`src/core/uwd_pkg.sv`:
```
// uwd_pkg: constants shared by the activity watchdog core
// assumes a 40 MHz system clock and an AXI4-Lite register port with 32-bit data
package uwd_pkg;

  // ==========================================================================
  // timing
  localparam int unsigned CLK_FREQ_HZ     = 40_000_000;
  localparam int unsigned TICK_PERIOD_MS  = 1000;
  localparam int unsigned TICK_CYCLES     = TICK_PERIOD_MS * (CLK_FREQ_HZ / 1000);
  localparam int unsigned TICK_CNT_W      = 26;

  // ==========================================================================
  // register map (byte addresses)
  localparam int unsigned AXI_ADDR_W      = 8;
  localparam logic [7:0]  REG_COMMAND     = 8'h00;
  localparam logic [7:0]  REG_OPTIONS     = 8'h04;
  localparam logic [7:0]  REG_LIMIT       = 8'h08;
  localparam logic [7:0]  REG_LINE_SELECT = 8'h0c;
  localparam logic [7:0]  REG_STATUS      = 8'h10;
  localparam logic [7:0]  REG_COUNTER     = 8'h14;

  // ==========================================================================
  // field layout
  localparam int unsigned CMD_WRITE_BIT   = 0;
  localparam int unsigned OPT_RESET_BIT   = 5;
  localparam int unsigned OPT_LINE_BIT    = 4;
  localparam int unsigned SEL_LEVEL_BIT   = 7;
  localparam int unsigned SEL_INDEX_LSB   = 0;
  localparam int unsigned SEL_INDEX_W     = 5;
  localparam int unsigned NUM_LINES       = 20;
  localparam logic [4:0]  FIRST_GROUP_END = 5'h07;
  localparam logic [4:0]  SECOND_GROUP_END= 5'h0f;
  localparam logic [4:0]  THIRD_GROUP_END = 5'h13;
  localparam int unsigned STAT_ARMED_BIT  = 0;
  localparam int unsigned STAT_FIRED_BIT  = 1;
  localparam int unsigned STAT_BUSY_BIT   = 2;
  localparam int unsigned STAT_PKT_LSB    = 8;
  localparam logic [15:0] LIMIT_MIN       = 16'h0003;

  // ==========================================================================
  // reset values and bus answers
  localparam logic [7:0]  OPTIONS_RESET   = 8'h00;
  localparam logic [15:0] LIMIT_RESET     = 16'h0000;
  localparam logic [7:0]  SELECT_RESET    = 8'h00;
  localparam logic [1:0]  RESP_OKAY       = 2'h0;
  localparam logic [1:0]  RESP_SLVERR     = 2'h2;
  localparam int unsigned NVM_IMAGE_W     = 32;

  // control sequence, gray coded along load -> run -> program
  typedef enum logic [1:0] {
    ST_LOAD = 2'b00,
    ST_RUN  = 2'b01,
    ST_PROG = 2'b11
  } uwd_state_t;

endpackage

```
`src/core/uwd_watchdog.sv`:
```
// uwd_watchdog: host-activity watchdog with stored settings and timeout actions
// assumes a single 40 MHz clock, an AXI4-Lite master, pulse inputs synchronous
// to clk, and an external non-volatile store with a request/done handshake
//
// Function
// - counter runs only while the stored options byte is nonzero
// - every incoming host transfer clears the counter to zero
// - outgoing sample packets never clear the counter
// - reaching the timeout limit performs every selected action
// - counter ticks about once a second; limit 3 to 65535
// - options bit 5 resets device, bit 4 drives selected line
// - select byte: level in bit 7, line index in bits 0-4
// - index 0-7 first group, 8-15 second, 16-19 third group
// - settings kept in non-volatile store; a command write with bit 0 set while the store is idle programs it
// - jumper short at power-up zeroes all stored settings
//
// Added by the designer: the AXI4-Lite slave port and the register offsets.
`timescale 1ns/1ps
`default_nettype none

module uwd_watchdog
  import uwd_pkg::*;
#(
  parameter int unsigned TICK_LEN = TICK_CYCLES
) (
  input  wire logic                    clk,
  input  wire logic                    reset_n,
  // axi4-lite slave
  input  wire logic [AXI_ADDR_W-1:0]   s_axi_awaddr,
  input  wire logic                    s_axi_awvalid,
  output logic                         s_axi_awready,
  input  wire logic [31:0]             s_axi_wdata,
  input  wire logic [3:0]              s_axi_wstrb,
  input  wire logic                    s_axi_wvalid,
  output logic                         s_axi_wready,
  output logic [1:0]                   s_axi_bresp,
  output logic                         s_axi_bvalid,
  input  wire logic                    s_axi_bready,
  input  wire logic [AXI_ADDR_W-1:0]   s_axi_araddr,
  input  wire logic                    s_axi_arvalid,
  output logic                         s_axi_arready,
  output logic [31:0]                  s_axi_rdata,
  output logic [1:0]                   s_axi_rresp,
  output logic                         s_axi_rvalid,
  input  wire logic                    s_axi_rready,
  // link activity
  input  wire logic                    host_transfer_in,
  input  wire logic                    sample_packet_out,
  // power-up strap and settings store
  input  wire logic                    jumper_return_pin,
  input  wire logic [NVM_IMAGE_W-1:0]  nvm_load_data,
  output logic                         nvm_write_req,
  output logic [NVM_IMAGE_W-1:0]       nvm_write_data,
  input  wire logic                    nvm_write_done,
  // timeout actions
  output logic                         device_reset_req,
  output logic [7:0]                   first_line_group_en,
  output logic [7:0]                   first_line_group_level,
  output logic [7:0]                   second_line_group_en,
  output logic [7:0]                   second_line_group_level,
  output logic [3:0]                   third_line_group_en,
  output logic [3:0]                   third_line_group_level
);

  // ==========================================================================
  // state record
  typedef struct packed {
    uwd_state_t            state;
    logic [7:0]            options;
    logic [15:0]           limit;
    logic [7:0]            line_select;
    logic [7:0]            stage_options;
    logic [15:0]           stage_limit;
    logic [7:0]            stage_select;
    logic [TICK_CNT_W-1:0] tick_cnt;
    logic [15:0]           wd_cnt;
    logic                  fired;
    logic                  dev_reset;
    logic [NUM_LINES-1:0]  force_en;
    logic [NUM_LINES-1:0]  force_level;
    logic [7:0]            out_pkts;
    logic                  nvm_req;
    logic [NVM_IMAGE_W-1:0] nvm_image;
    logic                  aw_full;
    logic [AXI_ADDR_W-1:0] aw_addr;
    logic                  w_full;
    logic [31:0]           w_data;
    logic [3:0]            w_strb;
    logic                  awready;
    logic                  wready;
    logic                  bvalid;
    logic [1:0]            bresp;
    logic                  arready;
    logic                  rvalid;
    logic [31:0]           rdata;
    logic [1:0]            rresp;
  } uwd_regs_t;

  uwd_regs_t r;
  uwd_regs_t next_r;

  // ==========================================================================
  // helpers

  // merge one register with the enabled byte lanes of a bus write
  function automatic logic [31:0] merge_bytes(input logic [31:0] old_val,
                                              input logic [31:0] new_val,
                                              input logic [3:0]  strb);
    logic [31:0] res;
    res = old_val;
    for (int i = 0; i < 4; i++) begin
      if (strb[i]) res[8*i +: 8] = new_val[8*i +: 8];
    end
    return res;
  endfunction

  // index to line decode
  // an index past the third group selects nothing rather than aliasing
  function automatic logic [NUM_LINES-1:0] line_onehot(input logic [4:0] idx);
    logic [NUM_LINES-1:0] res;
    res = '0;
    if (idx <= THIRD_GROUP_END) res[idx] = 1'b1;
    return res;
  endfunction

  // effective limit floor
  // values below the floor would fire almost at once after any host traffic
  function automatic logic [15:0] eff_limit(input logic [15:0] lim);
    return (lim < LIMIT_MIN) ? LIMIT_MIN : lim;
  endfunction

  // ==========================================================================
  // next-state logic
  always_comb begin
    logic                 wr_go;
    logic                 rd_go;
    logic                 commit;
    logic                 armed;
    logic [31:0]          merged;
    logic [NUM_LINES-1:0] sel_mask;
    logic [TICK_CNT_W-1:0] tick_last;

    next_r    = r;
    commit    = 1'b0;
    wr_go     = 1'b0;
    rd_go     = 1'b0;
    armed     = 1'b0;
    merged    = '0;
    tick_last = TICK_CNT_W'(TICK_LEN - 1);
    sel_mask  = line_onehot(r.line_select[SEL_INDEX_LSB +: SEL_INDEX_W]);
    next_r.dev_reset = 1'b0;

    // write channel capture, address and data in either order
    if (s_axi_awvalid && r.awready) begin
      next_r.aw_full = 1'b1;
      next_r.aw_addr = s_axi_awaddr;
    end
    if (s_axi_wvalid && r.wready) begin
      next_r.w_full = 1'b1;
      next_r.w_data = s_axi_wdata;
      next_r.w_strb = s_axi_wstrb;
    end
    if (r.bvalid && s_axi_bready) next_r.bvalid = 1'b0;

    // perform a write once both halves are held
    wr_go = r.aw_full && r.w_full && !r.bvalid;
    if (wr_go) begin
      next_r.aw_full = 1'b0;
      next_r.w_full  = 1'b0;
      next_r.bvalid  = 1'b1;
      next_r.bresp   = RESP_OKAY;
      unique case (r.aw_addr)
        REG_COMMAND: begin
          // settings write commits
          // a commit while the store is busy is dropped, not queued
          commit = r.w_strb[0] && r.w_data[CMD_WRITE_BIT] && (r.state == ST_RUN);
        end
        REG_OPTIONS: begin
          merged = merge_bytes({24'h000000, r.stage_options}, r.w_data, r.w_strb);
          next_r.stage_options = merged[7:0];
        end
        REG_LIMIT: begin
          merged = merge_bytes({16'h0000, r.stage_limit}, r.w_data, r.w_strb);
          next_r.stage_limit = merged[15:0];
        end
        REG_LINE_SELECT: begin
          merged = merge_bytes({24'h000000, r.stage_select}, r.w_data, r.w_strb);
          next_r.stage_select = merged[7:0];
        end
        REG_STATUS, REG_COUNTER: next_r.bresp = RESP_OKAY;
        default:                 next_r.bresp = RESP_SLVERR;
      endcase
    end

    // read channel
    if (r.rvalid && s_axi_rready) next_r.rvalid = 1'b0;
    rd_go = s_axi_arvalid && r.arready;
    if (rd_go) begin
      next_r.rvalid = 1'b1;
      next_r.rresp  = RESP_OKAY;
      next_r.rdata  = '0;
      unique case (s_axi_araddr)
        REG_COMMAND:     next_r.rdata = '0;
        REG_OPTIONS:     next_r.rdata[7:0]  = r.options;
        REG_LIMIT:       next_r.rdata[15:0] = r.limit;
        REG_LINE_SELECT: next_r.rdata[7:0]  = r.line_select;
        REG_STATUS: begin
          next_r.rdata[STAT_ARMED_BIT] = (r.options != OPTIONS_RESET);
          next_r.rdata[STAT_FIRED_BIT] = r.fired;
          next_r.rdata[STAT_BUSY_BIT]  = (r.state != ST_RUN);
          next_r.rdata[STAT_PKT_LSB +: 8] = r.out_pkts;
        end
        REG_COUNTER:     next_r.rdata[15:0] = r.wd_cnt;
        default:         next_r.rresp = RESP_SLVERR;
      endcase
    end

    // outgoing packets only counted
    // the outgoing tally is diagnostic and has no path to the counter
    if (sample_packet_out) next_r.out_pkts = r.out_pkts + 8'h01;

    // control sequence and settings store
    unique case (r.state)
      ST_LOAD: begin
        // jumper clears settings
        // the strap is caught in the first clocked cycle after release
        if (jumper_return_pin) begin
          next_r.options     = OPTIONS_RESET;
          next_r.limit       = LIMIT_RESET;
          next_r.line_select = SELECT_RESET;
          next_r.nvm_image   = '0;
          next_r.nvm_req     = 1'b1;
          next_r.state       = ST_PROG;
        end else begin
          next_r.options     = nvm_load_data[7:0];
          next_r.limit       = nvm_load_data[23:8];
          next_r.line_select = nvm_load_data[31:24];
          next_r.nvm_image   = nvm_load_data;
          next_r.state       = ST_RUN;
        end
        next_r.stage_options = next_r.options;
        next_r.stage_limit   = next_r.limit;
        next_r.stage_select  = next_r.line_select;
        next_r.wd_cnt        = '0;
        next_r.tick_cnt      = '0;
      end
      ST_RUN: begin
        if (commit) begin
          next_r.options     = r.stage_options;
          next_r.limit       = r.stage_limit;
          next_r.line_select = r.stage_select;
          next_r.nvm_image   = {r.stage_select, r.stage_limit, r.stage_options};
          next_r.nvm_req     = 1'b1;
          next_r.state       = ST_PROG;
        end
      end
      ST_PROG: begin
        // request stands until the store reports completion
        if (nvm_write_done) begin
          next_r.nvm_req = 1'b0;
          next_r.state   = ST_RUN;
        end
      end
      default: next_r.state = ST_LOAD;
    endcase

    // armed only with nonzero options
    // the store keeps timing while busy so a reconfigure never pauses the guard
    armed = (r.options != OPTIONS_RESET) && (r.state != ST_LOAD);
    if (!armed || commit) begin
      next_r.wd_cnt   = '0;
      next_r.tick_cnt = '0;
      if (commit) next_r.fired = 1'b0;
    end else if (host_transfer_in) begin
      next_r.wd_cnt   = '0;
      next_r.tick_cnt = '0;
      next_r.fired    = 1'b0;
    end else if (!r.fired) begin
      if (r.tick_cnt == tick_last) begin
        next_r.tick_cnt = '0;
        next_r.wd_cnt   = r.wd_cnt + 16'h0001;
        // timeout actions
        // actions fire once per expiry; the counter then holds at the limit
        if (r.wd_cnt + 16'h0001 >= eff_limit(r.limit)) begin
          next_r.fired = 1'b1;
          next_r.dev_reset = r.options[OPT_RESET_BIT];
          if (r.options[OPT_LINE_BIT]) begin
            next_r.force_en = r.force_en | sel_mask;
            if (r.line_select[SEL_LEVEL_BIT]) begin
              next_r.force_level = r.force_level | sel_mask;
            end else begin
              next_r.force_level = r.force_level & ~sel_mask;
            end
          end
        end
      end else begin
        next_r.tick_cnt = r.tick_cnt + TICK_CNT_W'(1);
      end
    end

    // ready flags follow the held state so each channel stalls while full
    next_r.awready = !next_r.aw_full && !next_r.bvalid;
    next_r.wready  = !next_r.w_full && !next_r.bvalid;
    next_r.arready = !next_r.rvalid;
  end

  // ==========================================================================
  // state register
  always_ff @(posedge clk or negedge reset_n) begin
    if (!reset_n) begin
      r <= '{
        state:         ST_LOAD,
        options:       OPTIONS_RESET,
        limit:         LIMIT_RESET,
        line_select:   SELECT_RESET,
        stage_options: OPTIONS_RESET,
        stage_limit:   LIMIT_RESET,
        stage_select:  SELECT_RESET,
        rresp:         RESP_OKAY,
        bresp:         RESP_OKAY,
        default:       '0
      };
    end else begin
      r <= next_r;
    end
  end

  // ==========================================================================
  // outputs, all straight from the state register
  assign s_axi_awready           = r.awready;
  assign s_axi_wready            = r.wready;
  assign s_axi_bvalid            = r.bvalid;
  assign s_axi_bresp             = r.bresp;
  assign s_axi_arready           = r.arready;
  assign s_axi_rvalid            = r.rvalid;
  assign s_axi_rdata             = r.rdata;
  assign s_axi_rresp             = r.rresp;
  assign nvm_write_req           = r.nvm_req;
  assign nvm_write_data          = r.nvm_image;
  assign device_reset_req        = r.dev_reset;
  assign first_line_group_en     = r.force_en[7:0];
  assign first_line_group_level  = r.force_level[7:0];
  assign second_line_group_en    = r.force_en[15:8];
  assign second_line_group_level = r.force_level[15:8];
  assign third_line_group_en     = r.force_en[19:16];
  assign third_line_group_level  = r.force_level[19:16];

endmodule

`default_nettype wire

```
`config.mk`:
```
export PLATFORM = sky130hd
export DESIGN_NAME = uwd_watchdog
export DESIGN_NICKNAME = d
export VERILOG_FILES = /design/src/core/uwd_pkg.sv /design/src/core/uwd_watchdog.sv
export SDC_FILE = /design/constraint.sdc
export NUM_CORES = 1
export LEC_CHECK = 0
export BUFFER_PORTS_ARGS = -buffer_cell sky130_fd_sc_hd__buf_2
export CAP_MARGIN = 20
export CORE_UTILIZATION = 43
export CTS_CLUSTER_SIZE = 8
export DETAILED_ROUTE_END_ITERATION = 10
export GPL_TIMING_DRIVEN = 0
export PLACE_DENSITY_LB_ADDON = 0.15
export SLEW_MARGIN = 15
export SYNTH_ARGS = -nofsm -noshare
export SYNTH_HDL_FRONTEND = slang
export SYNTH_SLANG_ARGS = --single-unit
```
`constraint.sdc`:
```
create_clock -name clk -period 3.7 [get_ports clk]
set_clock_uncertainty 0.1 [all_clocks]
set_input_delay 0.185 -clock clk [delete_from_list [all_inputs] [get_ports clk]]
set_output_delay 0.185 -clock clk [all_outputs]
set_load 0.02 [all_outputs]
```
# Yosys cells after proc, flatten, opt, wreduce, memory -nomap -nowiden
# Cells that the tools add are included.
# op_classes
n_addsub	3
magnitude_cmp	5
n_eq_ne	19
mux	48
bitwise	7
reduce_logical	43
# ops
operator	count
$pmux 32 s2	2
$mux 43	2
$mux 84	1
$mux 41	2
$mux 74	1
$mux 34	2
$mux 32	2
$mux 58	1
$mux 42	1
$mux 20	2
$mux 40	1
$or 20x20->20	2
$mux 37	1
$mux 35	1
$mux 33	1
$eq 8x4->1 const B	4
$eq 8x5->1 const B	4
$mux 16	2
$mux 8	4
$add 26x1->26 const B	1
$eq 26x26->1 const B	1
$mux 26	1
$pmux 8 s3	1
$and 20x20->20	1
other kinds (37)	84
# totals
regBits	262
inputBits	95
out_inout_bits	115
elab_cells	155

# Depth between registers and ports, before layout
# logic_depth
depth_word	14
mapped_depth	15
depth_no_buf	13

# Worst setup path before layout
# OpenSTA, ideal clock, no wires.
# synth_path
path_type	register -> register
startpoint	register r[170] (netlist bit)
endpoint	register (tool-made name)
setup_ps	125
t_arrival_ps	3371
t_required_ps	3475
setup_slack_ps	104
path_stages_with_launch	16
n_path_buf	2
period_less_slack_ps	3596
cell_sequence	dfrtp_1 > ha_1 > nand3_1 > nor2_1 > and2_0 > clkbuf_1 > nand3_1 > xnor2_1 > ha_1 > and4_1 > o211ai_1 > or4_1 > nand3_1 > buf_2 > nand3_1 > mux2_2
# synth_rtl
element	line_no	rtl
from (decl)	uwd_watchdog.sv:99	uwd_regs_t r;
from (signal assigned)	uwd_watchdog.sv:311	r <= '{
from (signal assigned)	uwd_watchdog.sv:324	r <= next_r;

==> impl_results.md <==
- Final setup viols: 0
- Max-slew headroom: 0.3372
- Main flop type after synthesis: dfrtp_1
- Worst-path maximum fanout: 10
- Most area-consuming cells after synthesis: dfrtp_1 46%, buf_4 7.1%, a21oi_1 5.8%, mux2_2 4.7%, nor2_1 3.5%
- CTS tree: yes
- Slew @ Worst Pin: 986.0 ps
- Yosys warns: 0
- Period minus WS final: around 3500 ps
- Initial drt markers: approximately 640
- Worst R2R Setup Slack: roughly 150 ps
- Ys async rst share: 1.000
- CP arrival: 3870 ps
- Largest net degree at the start of global routing: 94
- RSZ-0062 raised after global routing: false
- Final ANT Viol Nets: 0
- Max Root-Sink Buffers: 3
- Grt ovf: 0
- IO Count: between 200 and 250
- Die area: between 20000 and 30000 sq um
- CP Cell Sequence: ha_4 > nand3_4 > nor2_4 > and2_0 > clkbuf_2 > nand3_1 > xnor2_1 > ha_1 > and4_4 > o211ai_1 > or4_4 > nand3_4 > buf_8 > nand3_1 > mux2_2
- Peak VDD IR: 447.4 uV
- Synth area leader: dfrtp_1
- CP endpoint kind: flip-flop
- Most frequent cells in the layout: 206 x dfrtp_1, 183 x buf_2, 131 x a21oi_1
- Core area: 25980 sq um
- Row Count: 59
- Final Cycle Share: 0.9593
- Yosys reg bits: 210
- Pwr Density: 477.3 nW/um^2
- Placer Congestion: 0.9024
- Clk Latency, worst-skew pair: 540 ps
- CTS root buf: clkbuf_16
- Slowest cell on crit path: or4_4
- Layout area overhead: 27.13%
- Max incr delay on CP: 530 ps
- Vias in the first global route: 9173
- Final Hold Violating Endpoints: 0
- Die Y: 164.4 um
- Cell variety after synth: 67
- Synth Cell Area: 11340 sq um
- FMAX: roughly 280 MHz
- DR vias: 9830
- Routed WL: roughly 32 mm
- Share of cells above drive strength 1: 0.2770
- Nets: 1621
- Max-cap violations: 0
- Remaining DRCs: 0
- Die width: 164.4 um
- EDFF count, synth: 0
- Drt wl/cell: 17.37 um
- R2R Path Start: r[170]$_DFF_PN0_
- Clock sink count: 210
- Critical path class: reg -> reg
- Commonest non-fill, non-tap cell in the layout: dfrtp_1
- First-pass DRT Iterations: 6
- Clk slew on worst S/H paths: 50 ps
- Initial antenna violation count: 0
- Mapped Cells: between 1000 and 1500
- Status: complete, no violations
- Total GRT Usage: 0.2367
- Starting Density: 0.4364
- Post-synthesis sequential area ratio: 0.4634
- Slew Limit Fails: 0
- IO buf count: roughly 170
- Hold WS: 25.32 ps
- Mean area per synthesized cell: between 9 and 10 sq um
- Pwr Total: 6.881 mW
- First-pass GRT wire length: 50.26 mm
- Req. time, crit path: approximately 4000 ps
- Worst hold path type: in -> async
- Startpoint Class: flip-flop
- R2R depth: 15
- Lkg Pwr: ~7 nW
- Inserted Clock Buffers: 30
- H-tree depth: 1
- N_diodes: 0
- Post-synth top area share: 0.4634
- HPWL after DPL: approximately 23 mm
- Via/cell ratio: between 5 and 6
-- timing repair --
action,4_1_cts,5_1_grt
buffers inserted,1,3
setup endpoints to repair,42,20
hold endpoints to repair,306,0
gates resized for setup,16,17
pin swaps,0,2
hold buffers,69,0
-- cells by family after synthesis --
family                     count (synthesis)  share of synthesized area
AOI/OAI and AO/OA                        274                     0.1428
and+or+nand+nor                          415                     0.1864
muxes                                     68                    0.06521
other                                      1                  0.0003307
adders and majority gates                 19                    0.02096
DFF                                      210                     0.4634
xor gates and xnor gates                  21                    0.01622
buffers and inverters                    204                     0.1047
-- cell usage after synthesis (3+ instances only) --
| cell type | number |
|---|---|
| nand2_1 | 87 |
| a41oi_1 | 5 |
| dfrtp_1 | 210 |
| mux2i_1 | 21 |
| xnor2_1 | 13 |
| or3_1 | 14 |
| nand3b_1 | 4 |
| o21ai_0 | 69 |
| a221oi_1 | 3 |
| a22oi_1 | 13 |
| buf_4 | 108 |
| o2bb2ai_1 | 3 |
| and3_1 | 38 |
| or3b_2 | 3 |
| a21oi_1 | 131 |
| a22o_1 | 6 |
| nor4_1 | 9 |
| nor2b_1 | 7 |
| nor2_1 | 106 |
| ha_1 | 19 |
| nand2b_1 | 23 |
| a211oi_1 | 9 |
| and4_1 | 6 |
| inv_1 | 36 |
| xor2_1 | 8 |
| nand3_1 | 56 |
| nor3_1 | 18 |
| mux2_2 | 47 |
| a31oi_1 | 9 |
| nand4_1 | 16 |
| clkbuf_1 | 47 |
| buf_2 | 13 |
| and2_1 | 5 |
| a222oi_1 | 8 |
-- critical path, delay by kind of cell, from the launching register on --
| kind | cells | cell delay [ps] |
|---|---|---|
| DFF | 1 | 410 |
| and+or+nand+nor | 8 | 1560 |
| adders and majority gates | 2 | 490 |
| buffers and inverters | 2 | 320 |
| xor gates and xnor gates | 1 | 170 |
| AOI/OAI and AO/OA | 1 | 80 |
| muxes | 1 | 300 |
-- report_power, final --
part | leakage, nW | total, mW | switching, mW | internal [mW]
logic | 3.85 | 1.31 | 0.674 | 0.635
clock network | 0.399 | 2.48 | 0.952 | 1.52
registers | 2.68 | 3.10 | 0.411 | 2.68
total | 6.93 | 6.88 | 2.04 | 4.84
-- per-stage QoR --
stage / setup WS (ps) / setup TNS (ps) / std cells / util / area, sq um
after floorplan: 103.9 / 0 / 1229 / - / 11400
after global placement: -1435 / -311890 / 1737 / 0.4883 / 12690
after detailed placement: -756.2 / -17300 / 1740 / 0.4909 / 12760
after CTS: 13.11 / 0 / 1842 / 0.5512 / 14320
after global routing: 10.04 / 0 / 1844 / 0.5548 / 14420
final: 150.7 / 0 / 1844 / 0.5548 / 14420
-- layout make-up --
cell class	count	area, sq um
Fill cell	2431	11570
Sequential cell	210	5260
Multi-Input combinational cell	815	5075
Tap cell	335	419.2
Clock buffer	33	783.3
Timing Repair Buffer	249	1655
Clock inverter	1	30.03
Buffer	165	1059
Inverter	36	135.1
-- layer usage --
metal,global-route usage,up-vias,wire (um)
li1,-,4746,-
met1,0.3405,4668,14480
met2,0.3725,366,14470
met3,0.03340,50,2228
met4,0.06505,0,846
met5,0,-,0
-- worst max path at each step --
stage	from	to	slack, ps	cells past startpoint
global route	r[170]$_DFF_PN0_	flip-flop	10	15
detailed placement	r[170]$_DFF_PN0_	device_reset_req$_DFF_PN0_	-760	14
global placement	reset_n	r[83]$_DFFE_PN0P_	-1430	1
CTS	r[170]$_DFF_PN0_	flip-flop	10	15
floorplan	r[170]$_DFF_PN0_	flip-flop	100	15
finish	r[170]$_DFF_PN0_	flip-flop	150	15
-- state kept, by name, summed over array words and instances, names as in the netlist, named ones only --
register and count:
s_axi_arready 1, second_line_group_en 8, s_axi_awready 1, first_line_group_en 8, s_axi_wready 1, nvm_write_data 2, s_axi_bvalid 1, s_axi_rresp 1
nvm_write_req 1, device_reset_req 1, s_axi_bresp 1, third_line_group_en 4, s_axi_rvalid 1, r 143, s_axi_rdata 16
(Power assumes the default switching activity.)
